[src/pkg/oscsw_pkg.sv]
// oscillator switch control: register map, field positions, reset values, codes
// assumes a 32-bit apb slave with each register on one aligned word
`default_nettype none
package oscsw_pkg;
    // register byte addresses
    localparam logic [3:0] ADDR_OSC_CTRL = 4'h0;
    localparam logic [3:0] ADDR_CLK_DIV = 4'h4;
    localparam logic [3:0] ADDR_FRC_TRIM = 4'h8;
    localparam logic [3:0] ADDR_OSC_STAT = 4'hc;
    // oscillator_control fields
    localparam int CUR_LSB = 12;
    localparam int NEXT_LSB = 8;
    localparam int FREEZE_BIT = 7;
    localparam int LOCK_BIT = 5;
    localparam int FAIL_BIT = 3;
    localparam int DRIVE_BIT = 2;
    localparam int SEC_EN_BIT = 1;
    localparam int SWREQ_BIT = 0;
    // clock_divider fields
    localparam int WAKE_BIT = 15;
    localparam int RATIO_LSB = 12;
    localparam int SLOW_EN_BIT = 11;
    localparam int POST_LSB = 8;
    // unlock keys, high byte then low byte
    localparam logic [7:0] KEY_HI_1 = 8'h78;
    localparam logic [7:0] KEY_HI_2 = 8'h9a;
    localparam logic [7:0] KEY_LO_1 = 8'h46;
    localparam logic [7:0] KEY_LO_2 = 8'h57;
    // reset values
    localparam logic [2:0] RATIO_RESET = 3'h3;
    localparam logic [2:0] POST_RESET = 3'h1;
    localparam logic [5:0] TRIM_RESET = 6'h00;
    // cycles of the new clock counted before change-over
    localparam logic [3:0] SETTLE_CYCLES = 4'ha;
    // source encodings
    localparam logic [2:0] SRC_FRC = 3'h0;
    localparam logic [2:0] SRC_FRC_PLL = 3'h1;
    localparam logic [2:0] SRC_PRI = 3'h2;
    localparam logic [2:0] SRC_PRI_PLL = 3'h3;
    localparam logic [2:0] SRC_SEC = 3'h4;
    localparam logic [2:0] SRC_LOW_POWER_RC_OSCILLATOR = 3'h5;
    localparam logic [2:0] SRC_LPFRC_DIV = 3'h6;
    localparam logic [2:0] SRC_FRC_DIV = 3'h7;
    // switch sequencer states, gray from idle up to change; change back to idle flips two bits
    typedef enum logic [2:0] {
        SW_IDLE = 3'b000,
        SW_START = 3'b001,
        SW_WAIT_READY = 3'b011,
        SW_SETTLE = 3'b010,
        SW_CHANGE = 3'b110
    } oscsw_state_t;
    // unlock tracker
    typedef enum logic [1:0] {
        UL_LOCKED = 2'b00,
        UL_FIRST = 2'b01,
        UL_OPEN = 2'b11
    } oscsw_unlock_t;
endpackage
`default_nettype wire

[src/verilog/oscsw_ctrl.sv]
// oscillator switch control: apb registers, byte unlock, hardware switch sequencer
// assumes source ready and new-clock edge inputs are synchronous to pclk
//
// The placing of the registers and the APB slave port are this design's own decisions.
`default_nettype none

module oscsw_ctrl #(
    parameter logic [2:0] INIT_SOURCE = 3'h7
) (
    // apb slave
    input wire logic pclk,
    input wire logic presetn,
    input wire logic clk_en,
    input wire logic psel,
    input wire logic penable,
    input wire logic pwrite,
    input wire logic [3:0] paddr,
    input wire logic [31:0] pwdata,
    input wire logic [3:0] pstrb,
    output logic [31:0] prdata,
    output logic pready,
    output logic pslverr,
    // configuration straps
    input wire logic switch_config_bit,
    input wire logic monitor_config_bit,
    input wire logic secondary_source_config,
    // oscillator sources and pll
    input wire logic source_ready,
    input wire logic new_clock_tick,
    input wire logic pll_locked,
    input wire logic pll_timer_done,
    input wire logic clock_failure,
    input wire logic low_power_rc_oscillator_keep_alive,
    output logic [7:0] source_power,
    output logic [2:0] clock_select,
    output logic pll_enable,
    output logic secondary_high_power,
    // clock consumers
    input wire logic interrupt_event,
    output logic [7:0] slowdown_ratio,
    output logic [8:0] postscale_divide,
    output logic [5:0] fast_rc_trim
);

    logic [2:0] cur_src_reg;
    logic [2:0] next_src_reg;
    logic freeze_reg;
    logic fail_reg;
    logic drive_reg;
    logic sec_en_reg;
    logic swreq_reg;
    logic wake_reg;
    logic [2:0] ratio_reg;
    logic slow_en_reg;
    logic [2:0] post_reg;
    logic [5:0] trim_reg;
    logic [7:0] power_reg;
    logic [3:0] settle_reg;
    logic init_done_reg;
    oscsw_pkg::oscsw_state_t state_reg;
    oscsw_pkg::oscsw_unlock_t ul_hi_reg;
    oscsw_pkg::oscsw_unlock_t ul_lo_reg;

    logic access;
    logic wr_ctrl_hi;
    logic wr_ctrl_lo;
    logic switch_on;
    logic pll_src;
    logic valid_start;
    logic [7:0] wb_hi;
    logic [7:0] wb_lo;

    function automatic logic uses_pll(input logic [2:0] src);
        uses_pll = (src == oscsw_pkg::SRC_PRI_PLL) || (src == oscsw_pkg::SRC_FRC_PLL);
    endfunction

    function automatic logic [7:0] onehot(input logic [2:0] src);
        onehot = 8'h01 << src;
    endfunction

    // apb: zero wait states, every address answers without error
    assign access = psel && penable && clk_en;
    assign pready = 1'b1;
    assign pslverr = 1'b0;
    assign wb_hi = pwdata[15:8];
    assign wb_lo = pwdata[7:0];
    assign wr_ctrl_hi = access && pwrite && (paddr == oscsw_pkg::ADDR_OSC_CTRL) && pstrb[1];
    assign wr_ctrl_lo = access && pwrite && (paddr == oscsw_pkg::ADDR_OSC_CTRL) && pstrb[0];
    assign switch_on = !switch_config_bit;
    assign pll_src = uses_pll(cur_src_reg);
    assign valid_start = (state_reg == oscsw_pkg::SW_START) && (next_src_reg != cur_src_reg);

    // unlock trackers: a key write is never a data write, anything else relocks
    always_ff @(posedge pclk or negedge presetn) begin
        if (!presetn) begin
            ul_hi_reg <= oscsw_pkg::UL_LOCKED;
        end else if (wr_ctrl_hi) begin
            if (ul_hi_reg == oscsw_pkg::UL_LOCKED && wb_hi == oscsw_pkg::KEY_HI_1) begin
                ul_hi_reg <= oscsw_pkg::UL_FIRST;
            end else if (ul_hi_reg == oscsw_pkg::UL_FIRST && wb_hi == oscsw_pkg::KEY_HI_2) begin
                ul_hi_reg <= oscsw_pkg::UL_OPEN;
            end else begin
                ul_hi_reg <= oscsw_pkg::UL_LOCKED;
            end
        end else if (access) begin
            ul_hi_reg <= oscsw_pkg::UL_LOCKED;
        end
    end

    always_ff @(posedge pclk or negedge presetn) begin
        if (!presetn) begin
            ul_lo_reg <= oscsw_pkg::UL_LOCKED;
        end else if (wr_ctrl_lo) begin
            if (ul_lo_reg == oscsw_pkg::UL_LOCKED && wb_lo == oscsw_pkg::KEY_LO_1) begin
                ul_lo_reg <= oscsw_pkg::UL_FIRST;
            end else if (ul_lo_reg == oscsw_pkg::UL_FIRST && wb_lo == oscsw_pkg::KEY_LO_2) begin
                ul_lo_reg <= oscsw_pkg::UL_OPEN;
            end else begin
                ul_lo_reg <= oscsw_pkg::UL_LOCKED;
            end
        end else if (access) begin
            ul_lo_reg <= oscsw_pkg::UL_LOCKED;
        end
    end

    // next source: writable only through an open high byte, and not while frozen with monitor_config_bit low
    always_ff @(posedge pclk or negedge presetn) begin
        if (!presetn) begin
            next_src_reg <= INIT_SOURCE;
        end else if (clk_en && wr_ctrl_hi && ul_hi_reg == oscsw_pkg::UL_OPEN
                     && !(freeze_reg && !monitor_config_bit)) begin
            next_src_reg <= wb_hi[2:0];
        end
    end

    // current source follows the initial selection until a change-over
    always_ff @(posedge pclk or negedge presetn) begin
        if (!presetn) begin
            cur_src_reg <= INIT_SOURCE;
        end else if (clk_en && state_reg == oscsw_pkg::SW_CHANGE) begin
            cur_src_reg <= next_src_reg;
        end
    end

    // low byte control bits; freeze is set-only
    always_ff @(posedge pclk or negedge presetn) begin
        if (!presetn) begin
            freeze_reg <= 1'b0;
            drive_reg <= 1'b0;
            sec_en_reg <= 1'b0;
        end else if (clk_en && wr_ctrl_lo && ul_lo_reg == oscsw_pkg::UL_OPEN) begin
            freeze_reg <= freeze_reg | wb_lo[oscsw_pkg::FREEZE_BIT];
            drive_reg <= wb_lo[oscsw_pkg::DRIVE_BIT];
            sec_en_reg <= wb_lo[oscsw_pkg::SEC_EN_BIT];
        end
    end

    // switch request: set by unlocked write, cleared by sequencer
    always_ff @(posedge pclk or negedge presetn) begin
        if (!presetn) begin
            swreq_reg <= 1'b0;
        end else if (clk_en) begin
            if (!switch_on) begin
                swreq_reg <= 1'b0;
            end else if (wr_ctrl_lo && ul_lo_reg == oscsw_pkg::UL_OPEN
                         && wb_lo[oscsw_pkg::SWREQ_BIT] && !swreq_reg
                         && !(freeze_reg && !monitor_config_bit)) begin
                swreq_reg <= 1'b1;
            end else if (state_reg == oscsw_pkg::SW_START && next_src_reg == cur_src_reg) begin
                swreq_reg <= 1'b0;
            end else if (state_reg == oscsw_pkg::SW_CHANGE) begin
                swreq_reg <= 1'b0;
            end
        end
    end

    // fail flag: detection wins over a software clear in the same cycle
    always_ff @(posedge pclk or negedge presetn) begin
        if (!presetn) begin
            fail_reg <= 1'b0;
        end else if (clk_en) begin
            if (clock_failure) begin
                fail_reg <= 1'b1;
            end else if (valid_start) begin
                fail_reg <= 1'b0;
            end else if (wr_ctrl_lo && ul_lo_reg == oscsw_pkg::UL_OPEN
                         && !wb_lo[oscsw_pkg::FAIL_BIT]) begin
                fail_reg <= 1'b0;
            end
        end
    end

    // switch sequencer
    always_ff @(posedge pclk or negedge presetn) begin
        if (!presetn) begin
            state_reg <= oscsw_pkg::SW_IDLE;
            settle_reg <= 4'h0;
        end else if (clk_en) begin
            case (state_reg)
                oscsw_pkg::SW_IDLE: begin
                    if (swreq_reg) begin
                        state_reg <= oscsw_pkg::SW_START;
                    end
                end
                oscsw_pkg::SW_START: begin
                    if (next_src_reg == cur_src_reg) begin
                        state_reg <= oscsw_pkg::SW_IDLE;
                    end else begin
                        state_reg <= oscsw_pkg::SW_WAIT_READY;
                    end
                end
                oscsw_pkg::SW_WAIT_READY: begin
                    // pll sources wait for lock status: locked or start-up timer satisfied
                    if (source_ready && (!uses_pll(next_src_reg)
                                         || pll_locked || pll_timer_done)) begin
                        state_reg <= oscsw_pkg::SW_SETTLE;
                        settle_reg <= 4'h0;
                    end
                end
                oscsw_pkg::SW_SETTLE: begin
                    if (new_clock_tick) begin
                        if (settle_reg == oscsw_pkg::SETTLE_CYCLES - 4'h1) begin
                            state_reg <= oscsw_pkg::SW_CHANGE;
                        end
                        settle_reg <= settle_reg + 4'h1;
                    end
                end
                oscsw_pkg::SW_CHANGE: begin
                    state_reg <= oscsw_pkg::SW_IDLE;
                end
                default: begin
                    state_reg <= oscsw_pkg::SW_IDLE;
                end
            endcase
        end
    end

    // source power: new one on from start, old one off after change-over
    always_ff @(posedge pclk or negedge presetn) begin
        if (!presetn) begin
            power_reg <= 8'h00;
            init_done_reg <= 1'b0;
        end else if (clk_en) begin
            if (!init_done_reg) begin
                power_reg <= onehot(cur_src_reg);
                init_done_reg <= 1'b1;
            end else if (state_reg == oscsw_pkg::SW_START && next_src_reg != cur_src_reg) begin
                power_reg <= power_reg | onehot(next_src_reg);
            end else if (state_reg == oscsw_pkg::SW_CHANGE) begin
                power_reg <= onehot(next_src_reg);
            end
        end
    end

    always_comb begin
        source_power = power_reg;
        source_power[oscsw_pkg::SRC_SEC] = power_reg[oscsw_pkg::SRC_SEC] | sec_en_reg;
        if (low_power_rc_oscillator_keep_alive) begin
            source_power[oscsw_pkg::SRC_LOW_POWER_RC_OSCILLATOR] = 1'b1;
        end
    end

    // clock divider and trim registers; interrupt wins over a write
    always_ff @(posedge pclk or negedge presetn) begin
        if (!presetn) begin
            wake_reg <= 1'b0;
            ratio_reg <= oscsw_pkg::RATIO_RESET;
            slow_en_reg <= 1'b0;
            post_reg <= oscsw_pkg::POST_RESET;
        end else if (clk_en) begin
            if (access && pwrite && paddr == oscsw_pkg::ADDR_CLK_DIV && pstrb[1]) begin
                wake_reg <= pwdata[oscsw_pkg::WAKE_BIT];
                ratio_reg <= pwdata[oscsw_pkg::RATIO_LSB +: 3];
                slow_en_reg <= pwdata[oscsw_pkg::SLOW_EN_BIT];
                post_reg <= pwdata[oscsw_pkg::POST_LSB +: 3];
            end
            if (interrupt_event && wake_reg) begin
                slow_en_reg <= 1'b0;
            end
        end
    end

    always_ff @(posedge pclk or negedge presetn) begin
        if (!presetn) begin
            trim_reg <= oscsw_pkg::TRIM_RESET;
        end else if (clk_en && access && pwrite && paddr == oscsw_pkg::ADDR_FRC_TRIM
                     && pstrb[0]) begin
            trim_reg <= pwdata[5:0];
        end
    end

    // outputs to sources and consumers
    always_ff @(posedge pclk or negedge presetn) begin
        if (!presetn) begin
            clock_select <= INIT_SOURCE;
            pll_enable <= 1'b0;
            secondary_high_power <= 1'b0;
            slowdown_ratio <= 8'h00;
            postscale_divide <= 9'h001;
            fast_rc_trim <= 6'h00;
        end else if (clk_en) begin
            clock_select <= cur_src_reg;
            pll_enable <= pll_src || (state_reg != oscsw_pkg::SW_IDLE && uses_pll(next_src_reg));
            secondary_high_power <= drive_reg || secondary_source_config;
            slowdown_ratio <= slow_en_reg ? onehot(ratio_reg) : 8'h01;
            if (cur_src_reg == oscsw_pkg::SRC_FRC_DIV || cur_src_reg == oscsw_pkg::SRC_LPFRC_DIV) begin
                postscale_divide <= (post_reg == 3'h7) ? 9'h100 : {1'b0, onehot(post_reg)};
            end else begin
                postscale_divide <= 9'h001;
            end
            fast_rc_trim <= trim_reg;
        end
    end

    // read mux
    logic lock_view;
    always_comb begin
        // lock hidden during a switch and in non-pll modes
        lock_view = (pll_locked || pll_timer_done) && pll_src
                    && state_reg == oscsw_pkg::SW_IDLE;
        prdata = 32'h0;
        case (paddr)
            oscsw_pkg::ADDR_OSC_CTRL: begin
                prdata[oscsw_pkg::CUR_LSB +: 3] = cur_src_reg;
                prdata[oscsw_pkg::NEXT_LSB +: 3] = next_src_reg;
                prdata[oscsw_pkg::FREEZE_BIT] = freeze_reg;
                prdata[oscsw_pkg::LOCK_BIT] = lock_view;
                prdata[oscsw_pkg::FAIL_BIT] = fail_reg;
                prdata[oscsw_pkg::DRIVE_BIT] = drive_reg;
                prdata[oscsw_pkg::SEC_EN_BIT] = sec_en_reg;
                prdata[oscsw_pkg::SWREQ_BIT] = swreq_reg;
            end
            oscsw_pkg::ADDR_CLK_DIV: begin
                prdata[oscsw_pkg::WAKE_BIT] = wake_reg;
                prdata[oscsw_pkg::RATIO_LSB +: 3] = ratio_reg;
                prdata[oscsw_pkg::SLOW_EN_BIT] = slow_en_reg;
                prdata[oscsw_pkg::POST_LSB +: 3] = post_reg;
            end
            oscsw_pkg::ADDR_FRC_TRIM: begin
                prdata[5:0] = trim_reg;
            end
            oscsw_pkg::ADDR_OSC_STAT: begin
                prdata[2:0] = state_reg;
                prdata[4:3] = ul_hi_reg;
                prdata[6:5] = ul_lo_reg;
            end
            default: begin
                prdata = 32'h0;
            end
        endcase
    end

endmodule
`default_nettype wire
[config.mk]
export PLATFORM = sky130hd
export DESIGN_NAME = oscsw_ctrl
export DESIGN_NICKNAME = d
export VERILOG_FILES = /design/src/pkg/oscsw_pkg.sv /design/src/verilog/oscsw_ctrl.sv
export SDC_FILE = /design/constraint.sdc
export NUM_CORES = 1
export LEC_CHECK = 0
export ABC_AREA = 1
export BUFFER_PORTS_ARGS = -buffer_cell sky130_fd_sc_hd__buf_2
export CAP_MARGIN = 10
export CORE_MARGIN = 4
export CORE_UTILIZATION = 40
export DETAILED_ROUTE_END_ITERATION = 10
export GPL_ROUTABILITY_DRIVEN = 0
export PLACE_DENSITY = 0.65
export SLEW_MARGIN = 20
export SYNTH_ARGS = -nofsm -noshare
export SYNTH_HDL_FRONTEND = slang
export SYNTH_SLANG_ARGS = --single-unit
[constraint.sdc]
create_clock -name pclk -period 4.1 [get_ports pclk]
set_input_delay 0.615 -clock pclk [delete_from_list [all_inputs] [get_ports pclk]]
set_output_delay 0.615 -clock pclk [all_outputs]
set_load 0.02 [all_outputs]
### After elaboration in Yosys (flattened, before gate mapping)

Index checks and enable logic that the tools add are counted.

* add/sub/neg operators: 1
* eq/ne operators: 30
* shift-type cells: 4
* multiplexer cells: 41
* bitwise gates (word level): 3
* reductions and logical operators: 66

Operators by type and width (number)
* logical AND 1 bit: 35
* two-way mux 8 bit: 4
* left shift 1 x 3 -> 8 bit (first input constant): 4
* == test 8 x 7 -> 1 bit (second input constant): 3
* two-way mux 9 bit: 2
* two-way mux 2 bit: 8
* two-way mux 1 bit: 14
* == test 3 x 2 -> 1 bit (second input constant): 4
* == test 3 bit (second input constant): 4
* == test 4 bit (second input constant): 3
* two-way mux 3 bit: 4
* case mux 3 bit (2 select lines): 2
* case mux 3 bit (4 select lines): 1
* case mux 4 bit (3 select lines): 1
* AND reduction 2 bit: 5
* == test 3 x 1 -> 1 bit (second input constant): 3
* == test 8 bit (second input constant): 1
* logical OR 1 bit: 8
* two-way mux 4 bit: 2
* != test 2 bit (second input constant): 4
* OR 8 bit: 1
* case mux 4 bit (2 select lines): 1
* nonzero test 2 bit: 4
* nonzero test 3 bit: 2
* other kinds (17): 25

* register bits: 73
* input port bits: 56
* output and inout port bits: 70
* word-level logic and storage cells: 169

### Logic depth before layout (Yosys ltp)

Gate-level depths: netlist (run 1).

* depth in word-level cells: 11
* depth in mapped cells: 9
* mapped depth without buffers: 9

### Least setup slack after synthesis (run 1)

OpenSTA, ideal clock, no wires.

* path kind: input port to output port
* start point: in paddr[1]
* end point: out prdata[0]
* data arrival time: 1.479 ns
* data required time: 3.485 ns
* slack: 2.006 ns
* stages: 4
* buffers on the path: 1
* path through: nor2_2 -> nand3_1 -> buf_2 -> o221ai_1

* cells in the longest elaborated chain, start to end: 2
* elaborated cells between the ends (all ways): 4
* those cells by class: 2 x eq/ne; 1 x mux; 1 x reduce/logical

RTL lines
* start, declared: RTL line oscsw_ctrl.sv:17 `input wire logic [3:0] paddr,`
* == test 4 bit or zero test 4 bit (tied branches): RTL line oscsw_ctrl.sv:322 `case (paddr)`
* case mux 4 bit (3 select lines) *: RTL line oscsw_ctrl.sv:322
* end, declared: RTL line oscsw_ctrl.sv:20 `output logic [31:0] prdata,`

Every way passes the cells marked *; elsewhere a longest branch is shown, timed or not.

### Worst setup path after layout (run 1)

* start point: in paddr[1]
* end point: out prdata[5]

* cells in the longest elaborated chain, start to end: 2
* elaborated cells between the ends (all ways): 4
* those cells by class: 2 x eq/ne; 1 x mux; 1 x reduce/logical

RTL lines (RTL line)
* == test 4 bit or zero test 4 bit (tied branches): oscsw_ctrl.sv:322
* case mux 1 bit (3 select lines) *: oscsw_ctrl.sv:322

Marks and branches as above.

==> impl_results.html, run 1 <==
<table>
<tr><th>Metric</th><th>Value</th></tr>
<tr><th colspan="2">Yosys</th></tr>
<tr><td>Cells after synthesis</td><td>471</td></tr>
<tr><td>Synth unique cells</td><td>41</td></tr>
<tr><td>Post-synthesis async set-or-reset flop share</td><td>100%</td></tr>
<tr><td>Number of enable flip-flop cells after synthesis</td><td>0</td></tr>
<tr><td>Netlist area before placement</td><td>3830 sq um</td></tr>
<tr><td>Mean Syn Cell Area</td><td>8.14 sq um</td></tr>
<tr><td>Part of the Yosys area used for sequential elements</td><td>47.4%</td></tr>
<tr><td>Post-synthesis compound-gate area fraction</td><td>12.5%</td></tr>
<tr><td>Number of warnings printed during yosys synthesis</td><td>0</td></tr>
<tr><td>Fraction of synthesized area in multiplexers</td><td>0.294%</td></tr>
<tr><td>Leading register cell type out of synthesis</td><td>dfrtp_1</td></tr>
<tr><td>Flop and latch count out of synthesis</td><td>72</td></tr>
<tr><td>Area share of xor/xnor cells in the synthesized design</td><td>0.685%</td></tr>
<tr><td>Post-Synth Adder-Cell Area</td><td>0.653%</td></tr>
<tr><td>Dominant combinational cell family by area after synthesis</td><td>simple AND/OR/NAND/NOR gates</td></tr>
<tr><td>Simple-gate portion of the synthesized area</td><td>26.9%</td></tr>
<tr><th colspan="2">Placed design</th></tr>
<tr><td>Port buffer count</td><td>88</td></tr>
<tr><td>Worst slack at placement</td><td>1.17 ns</td></tr>
<tr><td>Dpl hpwl</td><td>7280 microns</td></tr>
<tr><td>Cells after DPL</td><td>672</td></tr>
<tr><th colspan="2">Layout</th></tr>
<tr><td>Fin cells</td><td>688</td></tr>
<tr><td>Fillcell total</td><td>938</td></tr>
<tr><td>Proportion of layout cells with a drive suffix above 1</td><td>25.2%</td></tr>
<tr><td>Diodes inserted</td><td>0</td></tr>
<tr><td>Final #Nets</td><td>612</td></tr>
<tr><td>Area overhead of the layout relative to synthesis</td><td>18.5%</td></tr>
<tr><th colspan="2">Setup path</th></tr>
<tr><td>Maximum single-stage delay on the critical path</td><td>0.55 ns</td></tr>
<tr><td>Cell class contributing the biggest share of worst-path delay</td><td>simple AND/OR/NAND/NOR gates</td></tr>
<tr><td>Crit-path cells</td><td>buf_2, nor2_2, nand3_1, inv_1, nand3_1, o211ai_1, buf_2</td></tr>
<tr><td>CP Buf/Inv Count</td><td>3</td></tr>
<tr><td>Startpoint type of the worst setup path</td><td>input pin</td></tr>
<tr><td>CP max FO</td><td>11</td></tr>
<tr><td>WP data arrival</td><td>2.32 ns</td></tr>
<tr><td>Critical path endpoint category</td><td>output pin</td></tr>
<tr><td>Startpoint-to-endpoint class of the critical path</td><td>in2out</td></tr>
<tr><td>Critical path's slowest cell</td><td>nand3_1</td></tr>
<tr><td>Required time of the critical path</td><td>3.48 ns</td></tr>
<tr><th colspan="2">Die</th></tr>
<tr><td>I/O pin count</td><td>126</td></tr>
<tr><td>Die Area</td><td>11200 sq um</td></tr>
<tr><td>Initial Util</td><td>41.3%</td></tr>
<tr><td>Width of the chip</td><td>106 microns</td></tr>
<tr><td>Number of placement rows</td><td>35</td></tr>
<tr><td>Core Box Area</td><td>9280 sq um</td></tr>
<tr><td>Vertical extent of the die</td><td>106 microns</td></tr>
<tr><th colspan="2">Drt</th></tr>
<tr><td>Routed length per placed instance</td><td>14.1 microns</td></tr>
<tr><td>Final wirelength</td><td>9680 microns</td></tr>
<tr><td>DRT Pass-1 Iters</td><td>4</td></tr>
<tr><td>Via Count</td><td>3322</td></tr>
<tr><td>Detail Route Antenna Nets</td><td>0</td></tr>
<tr><td>Detailed router's first-iteration violation count</td><td>145</td></tr>
<tr><td>Via density per instance</td><td>4.83</td></tr>
<tr><td>Drt drc</td><td>0</td></tr>
<tr><th colspan="2">STA</th></tr>
<tr><td>Hold Worst Slack</td><td>0.222 ns</td></tr>
<tr><td>Number of hold violations in the final report</td><td>0</td></tr>
<tr><td>Setup-failing EPs final</td><td>0</td></tr>
<tr><td>Worst setup margin</td><td>1.17 ns</td></tr>
<tr><td>Max Clock Skew</td><td>0.0132 ns</td></tr>
<tr><td>Worst-Margin Slew</td><td>1.02 ns</td></tr>
<tr><td>Final critical delay including setup and external delays</td><td>2.93 ns</td></tr>
<tr><td>Post-route fraction of the period consumed by the critical path</td><td>71.5%</td></tr>
<tr><td>Setup repair after global routing missed its margin</td><td>false</td></tr>
<tr><td>Total negative slack for setup checks</td><td>0 ns</td></tr>
<tr><td>Slew margin rel.</td><td>32.0%</td></tr>
<tr><td>Total count of max-transition violations in the final report</td><td>0</td></tr>
<tr><td>Maximum clock frequency</td><td>341 MHz</td></tr>
<tr><th colspan="2">Flow run</th></tr>
<tr><td># Max-Cap Violations</td><td>0</td></tr>
<tr><th colspan="2">Clocking</th></tr>
<tr><td>Maximum buffer depth of the clock tree</td><td>2</td></tr>
<tr><td>Cts hold-fix bufs</td><td>0</td></tr>
<tr><td>Total of cells resized after clock tree synthesis</td><td>0</td></tr>
<tr><td>TritonCTS buffer count</td><td>9</td></tr>
<tr><td>Sinks on Clock Net</td><td>72</td></tr>
<tr><td>Clock tree from TritonCTS</td><td>yes</td></tr>
<tr><td>Source-to-sink clock delay at the later pin of the worst-skew pair</td><td>0.36 ns</td></tr>
<tr><td>Clock transition at the register clock pins on the worst setup and hold paths after CTS</td><td>0.08 ns</td></tr>
<tr><td>Post-CTS repair timing setup buffer count</td><td>0</td></tr>
<tr><td>Clock H-tree levels</td><td>3</td></tr>
<tr><td>Clock Tree Root</td><td>clkbuf_8</td></tr>
<tr><th colspan="2">Outcome</th></tr>
<tr><td>Run status</td><td>complete, no violations</td></tr>
<tr><th colspan="2">Global route</th></tr>
<tr><td>Via count of the first global-routing pass</td><td>3268</td></tr>
<tr><td>Antenna violations before repair</td><td>0</td></tr>
<tr><td>Grt ovf</td><td>0</td></tr>
<tr><td>Global-route wire length before repair</td><td>16000 microns</td></tr>
<tr><td>Total routing usage reported by global routing</td><td>17.8%</td></tr>
<tr><td>Pin count of the biggest net entering global routing</td><td>50</td></tr>
<tr><th colspan="2">Min path</th></tr>
<tr><td>Worst hold path class</td><td>in2async</td></tr>
<tr><th colspan="2">Power</th></tr>
<tr><td>Power density over the cells</td><td>480 nW/um^2</td></tr>
<tr><td>Max rail drop VDD</td><td>214 uV</td></tr>
<tr><td>Post-route total power</td><td>0.00218 W</td></tr>
<tr><td>Static Leak</td><td>2.44 nW</td></tr>
</table>
-- per-stage QoR --
step | area [sq um] | utilization [%]
2_1_floorplan | 3900 | -
3_5_place_dp | 4270 | 46.0
4_1_cts | 4540 | 48.9
5_1_grt | 4540 | 48.9
3_3_place_gp | 4270 | 46.0
6_report | 4540 | 48.9
-- cell type report --
| type | instances | area [sq um] | share of cell area, % |
|---|---|---|---|
| sequential | 72 | 1820 | 40.0 |
| multi-input combinational | 329 | 1640 | 36.2 |
| timing repair buffer | 90 | 455 | 10.0 |
| inverter | 52 | 195 | 4.30 |
| tap | 129 | 161 | 3.55 |
| clock buffer | 11 | 141 | 3.11 |
| clock inverter | 5 | 128 | 2.81 |
-- worst register-to-register path: stages, from the launching register on --
cell	delay, ns
dfstp_2	0.59
inv_1	0.14
nand2_1	0.10
nand2_1	0.07
nand3_1	0.12
nand2_2	0.12
nand2_4	0.12
nand3_4	0.11
nand2_1	0.08
o21ai_0	0.09
-- cell usage in the layout (no fill, tap or decap), types with 7 or more instances in the layout --
cell	n
o22ai_1	7
nand2_1	136
inv_1	52
o21ai_0	38
dfrtp_1	59
conb_1	19
o21ai_1	8
a21oi_1	10
nand3_1	25
dfstp_2	13
clkbuf_8	10
nor3_1	9
nor2_1	29
buf_2	88
-- cell families after synthesis --
kind of cell	Yosys count
mux	1
compound gates	81
other cells	2
simple gates	223
fa+ha+maj	2
buf+inv	87
xor+xnor	3
flops	72
-- power by group --
part / total (W) / switching [W] / internal, W
registers: 0.000909 / 0.0000840 / 0.000825
logic: 0.000512 / 0.000353 / 0.000159
clock network: 0.000757 / 0.000275 / 0.000483
-- metal layers --
| metal | vias to the layer above | wire (microns) | global-route usage [%] | part of all wire [%] |
|---|---|---|---|---|
| met5 | - | 0 | 0 | 0 |
| met4 | 0 | 132 | 7.96 | 1.4 |
| met3 | 8 | 593 | 2.98 | 6.1 |
| met2 | 98 | 4660 | 29.1 | 48 |
| met1 | 1561 | 4290 | 23.4 | 44 |
| li1 | 1655 | - | - | - |
-- path summary, 6_finish.rpt --
check / start / to / slack [ns] / cells after the start
worst min register to register: power_reg[3] / power_reg[3] / 0.47 / 2
worst max-delay path: paddr[1] / prdata[5] / 1.17 / 7
min in group pclk: power_reg[3] / power_reg[3] / 0.47 / 2
worst max register to register: next_src_reg[1] / power_reg[5] / 2.45 / 9
max in group asynchronous: presetn / sec_en_reg / 2.84 / 2
worst min-delay path: presetn / slowdown_ratio[5] / 0.22 / 1
-- synthesized netlist by cell type, types with 3 or more instances --
master	number	area [sq um]
nor3_1	9	45.0
o211ai_1	5	37.5
nand3_4	3	52.6
o22ai_1	7	43.8
o21ai_1	8	40.0
dfrtp_1	59	1480
a21oi_1	10	50.1
nand4_1	6	37.5
buf_2	4	20.0
nand2_1	136	510
nand3_1	25	125
dfstp_2	13	342
o21ai_2	3	26.3
buf_4	26	195
nand2_4	3	33.8
inv_1	52	195
nor2_1	29	109
clkbuf_1	4	15.0
o21ai_0	38	190
No activity file was read; power rests on OpenSTA's default activity.
==> run 2, diff against run 1 <==
PLACE_DENSITY = 0.67   (was 0.65)
clock period = 2.6 ns   (was 4.1 ns; I/O delays follow)
==> impl_results.html, run 2 (synthesis gave the netlist of run 1 again) <==
<table>
<tr><th>Metric</th><th>Value</th></tr>
<tr><th colspan="2">Drt</th></tr>
<tr><td>Detailed router's first-iteration violation count</td><td>165</td></tr>
<tr><td>Via density per instance</td><td>4.84</td></tr>
<tr><td>Final wirelength</td><td>9630 microns</td></tr>
<tr><td>Via Count</td><td>3342</td></tr>
<tr><td>Detail Route Antenna Nets</td><td>0</td></tr>
<tr><td>DRT Pass-1 Iters</td><td>4</td></tr>
<tr><td>Drt drc</td><td>0</td></tr>
<tr><td>Routed length per placed instance</td><td>14.0 microns</td></tr>
<tr><th colspan="2">Setup path</th></tr>
<tr><td>CP Buf/Inv Count</td><td>1</td></tr>
<tr><td>Cell class contributing the biggest share of worst-path delay</td><td>flip-flops</td></tr>
<tr><td>CP max FO</td><td>7</td></tr>
<tr><td>Critical register-to-register path startpoint</td><td>next_src_reg[1]</td></tr>
<tr><td>Maximum single-stage delay on the critical path</td><td>0.59 ns</td></tr>
<tr><td>Crit-path cells</td><td>nand2_1, a21oi_1, nand3_1, o211ai_1, buf_2</td></tr>
<tr><td>Required time of the critical path</td><td>2.21 ns</td></tr>
<tr><td>Critical path endpoint category</td><td>output pin</td></tr>
<tr><td>Startpoint type of the worst setup path</td><td>flop</td></tr>
<tr><td>WP data arrival</td><td>1.77 ns</td></tr>
<tr><td>Startpoint-to-endpoint class of the critical path</td><td>reg2out</td></tr>
<tr><td>Internal reg-to-reg setup slack</td><td>0.97 ns</td></tr>
<tr><td>Critical R2R Capture</td><td>power_reg[5]</td></tr>
<tr><td>Critical path's slowest cell</td><td>dfstp_2</td></tr>
<tr><td>Cell count of the worst reg-to-reg path</td><td>9</td></tr>
<tr><th colspan="2">Layout</th></tr>
<tr><td>Fillcell total</td><td>933</td></tr>
<tr><td>Most common cell after layout, fill and taps aside</td><td>nand2_1</td></tr>
<tr><td>Leading cell types in the layout, fill and taps excluded</td><td>nand2_1 (136), buf_2 (88), dfrtp_1 (59)</td></tr>
<tr><td>Diodes inserted</td><td>0</td></tr>
<tr><td>Area overhead of the layout relative to synthesis</td><td>17.1%</td></tr>
<tr><td>Final #Nets</td><td>614</td></tr>
<tr><td>Proportion of layout cells with a drive suffix above 1</td><td>25.7%</td></tr>
<tr><td>Utilization after layout</td><td>48.4%</td></tr>
<tr><th colspan="2">Power</th></tr>
<tr><td>Static Leak</td><td>2.41 nW</td></tr>
<tr><td>Power density over the cells</td><td>689 nW/um^2</td></tr>
<tr><td>Max rail drop VDD</td><td>235 uV</td></tr>
<tr><th colspan="2">Global route</th></tr>
<tr><td>Grt ovf</td><td>0</td></tr>
<tr><td>Pin count of the biggest net entering global routing</td><td>47</td></tr>
<tr><td>Global-route wire length before repair</td><td>16000 microns</td></tr>
<tr><td>Via count of the first global-routing pass</td><td>3408</td></tr>
<tr><td>Total routing usage reported by global routing</td><td>17.7%</td></tr>
<tr><td>Antenna violations before repair</td><td>0</td></tr>
<tr><th colspan="2">Min path</th></tr>
<tr><td>Worst hold path class</td><td>in2async</td></tr>
<tr><th colspan="2">Clocking</th></tr>
<tr><td>Clock Tree Root</td><td>clkbuf_8</td></tr>
<tr><td>Source-to-sink clock delay at the later pin of the worst-skew pair</td><td>0.35 ns</td></tr>
<tr><td>Maximum buffer depth of the clock tree</td><td>2</td></tr>
<tr><td>TritonCTS buffer count</td><td>9</td></tr>
<tr><td>Clock H-tree levels</td><td>3</td></tr>
<tr><td>Total of cells resized after clock tree synthesis</td><td>0</td></tr>
<tr><td>Clock transition at the register clock pins on the worst setup and hold paths after CTS</td><td>0.08 ns</td></tr>
<tr><td>Sinks on Clock Net</td><td>72</td></tr>
<tr><td>Cts hold-fix bufs</td><td>0</td></tr>
<tr><td>Clock tree from TritonCTS</td><td>yes</td></tr>
<tr><td>Post-CTS repair timing setup buffer count</td><td>0</td></tr>
<tr><th colspan="2">STA</th></tr>
<tr><td>Max Clock Skew</td><td>0.0169 ns</td></tr>
<tr><td>Post-route fraction of the period consumed by the critical path</td><td>83.0%</td></tr>
<tr><td>Final critical delay including setup and external delays</td><td>2.16 ns</td></tr>
<tr><td>Total count of max-transition violations in the final report</td><td>0</td></tr>
<tr><td>Maximum clock frequency</td><td>463 MHz</td></tr>
<tr><td>Number of hold violations in the final report</td><td>0</td></tr>
<tr><td>Total negative slack for setup checks</td><td>0 ns</td></tr>
<tr><td>Slew margin rel.</td><td>58.5%</td></tr>
<tr><td>Setup-failing EPs final</td><td>0</td></tr>
<tr><td>Setup repair after global routing missed its margin</td><td>false</td></tr>
<tr><td>Worst-Margin Slew</td><td>0.622 ns</td></tr>
<tr><th colspan="2">Die</th></tr>
<tr><td>Width of the chip</td><td>106 microns</td></tr>
<tr><td>Vertical extent of the die</td><td>106 microns</td></tr>
<tr><td>I/O pin count</td><td>126</td></tr>
<tr><td>Die Area</td><td>11200 sq um</td></tr>
<tr><td>Number of placement rows</td><td>35</td></tr>
<tr><td>Initial Util</td><td>41.3%</td></tr>
<tr><td>Core Box Area</td><td>9280 sq um</td></tr>
<tr><th colspan="2">Placed design</th></tr>
<tr><td>Dpl hpwl</td><td>7440 microns</td></tr>
<tr><td>Port buffer count</td><td>88</td></tr>
<tr><th colspan="2">Flow run</th></tr>
<tr><td># Max-Cap Violations</td><td>0</td></tr>
<tr><th colspan="2">Outcome</th></tr>
<tr><td>Run status</td><td>complete, no violations</td></tr>
</table>
[run 2: cell types whose count changed in the layout (fill, tap and decap cells not counted)]
cell / previous run / this run
buf_12: 0 / 1
buf_4: 2 / 3
bufinv_16: 4 / 0
clkbuf_1: 1 / 0
clkbuf_8: 10 / 11
clkinv_2: 0 / 1
clkinvlp_4: 1 / 2
inv_6: 0 / 2
[run 2: area by class of cell]
type / count / area (sq um) / share of cell area, %
clock buffers: 11 / 151 / 3.37
clock inverters: 5 / 37.5 / 0.836
inverters: 52 / 195 / 4.35
multi-input cells: 329 / 1640 / 36.6
flip-flops and latches: 72 / 1820 / 40.5
well taps: 129 / 161 / 3.60
repair buffers: 92 / 483 / 10.8
[run 2: how the worst max path moves through the flow]
stage / from / to / cells after the start
finish: cur_src_reg[0] / prdata[5] / 5
CTS: cur_src_reg[0] / prdata[5] / 5
global placement: paddr[1] / prdata[5] / 7
detailed placement: clk_en / settle_reg[0] / 7
floorplan: paddr[1] / prdata[0] / 4
global route: cur_src_reg[0] / prdata[5] / 5
[run 2: per-layer routing]
metal	GRT usage [%]	share of wire, %
met1	23.0	44
met2	29.3	49
met3	2.31	4.5
met4	8.33	2.4
met5	0	0
[run 2: metrics by stage]
| stage | total power (W) | setup slack [ns] | std cells | instance area [sq um] | hold WS [ns] |
|---|---|---|---|---|---|
| after CTS | 0.00311 | 0.433 | 690 | 4490 | 0.0491 |
| after global routing | 0.00330 | 0.382 | 690 | 4490 | 0.0818 |
| after detailed placement | 0.00227 | 0.748 | 674 | 4300 | 0.436 |
| after global placement | 0.00224 | 0.768 | 674 | 4300 | 0.427 |
| final | 0.00309 | 0.442 | 690 | 4490 | 0.0444 |
| after floorplan | 0.00203 | 0.956 | 488 | 3900 | 0.0944 |
[run 2: where the power goes]
group          leakage (nW)  internal [W]  switching, W
sequential            0.906       0.00130      0.000135
clock                0.0924      0.000403      0.000444
combinational          1.42      0.000254      0.000556
total                  2.41       0.00196       0.00113
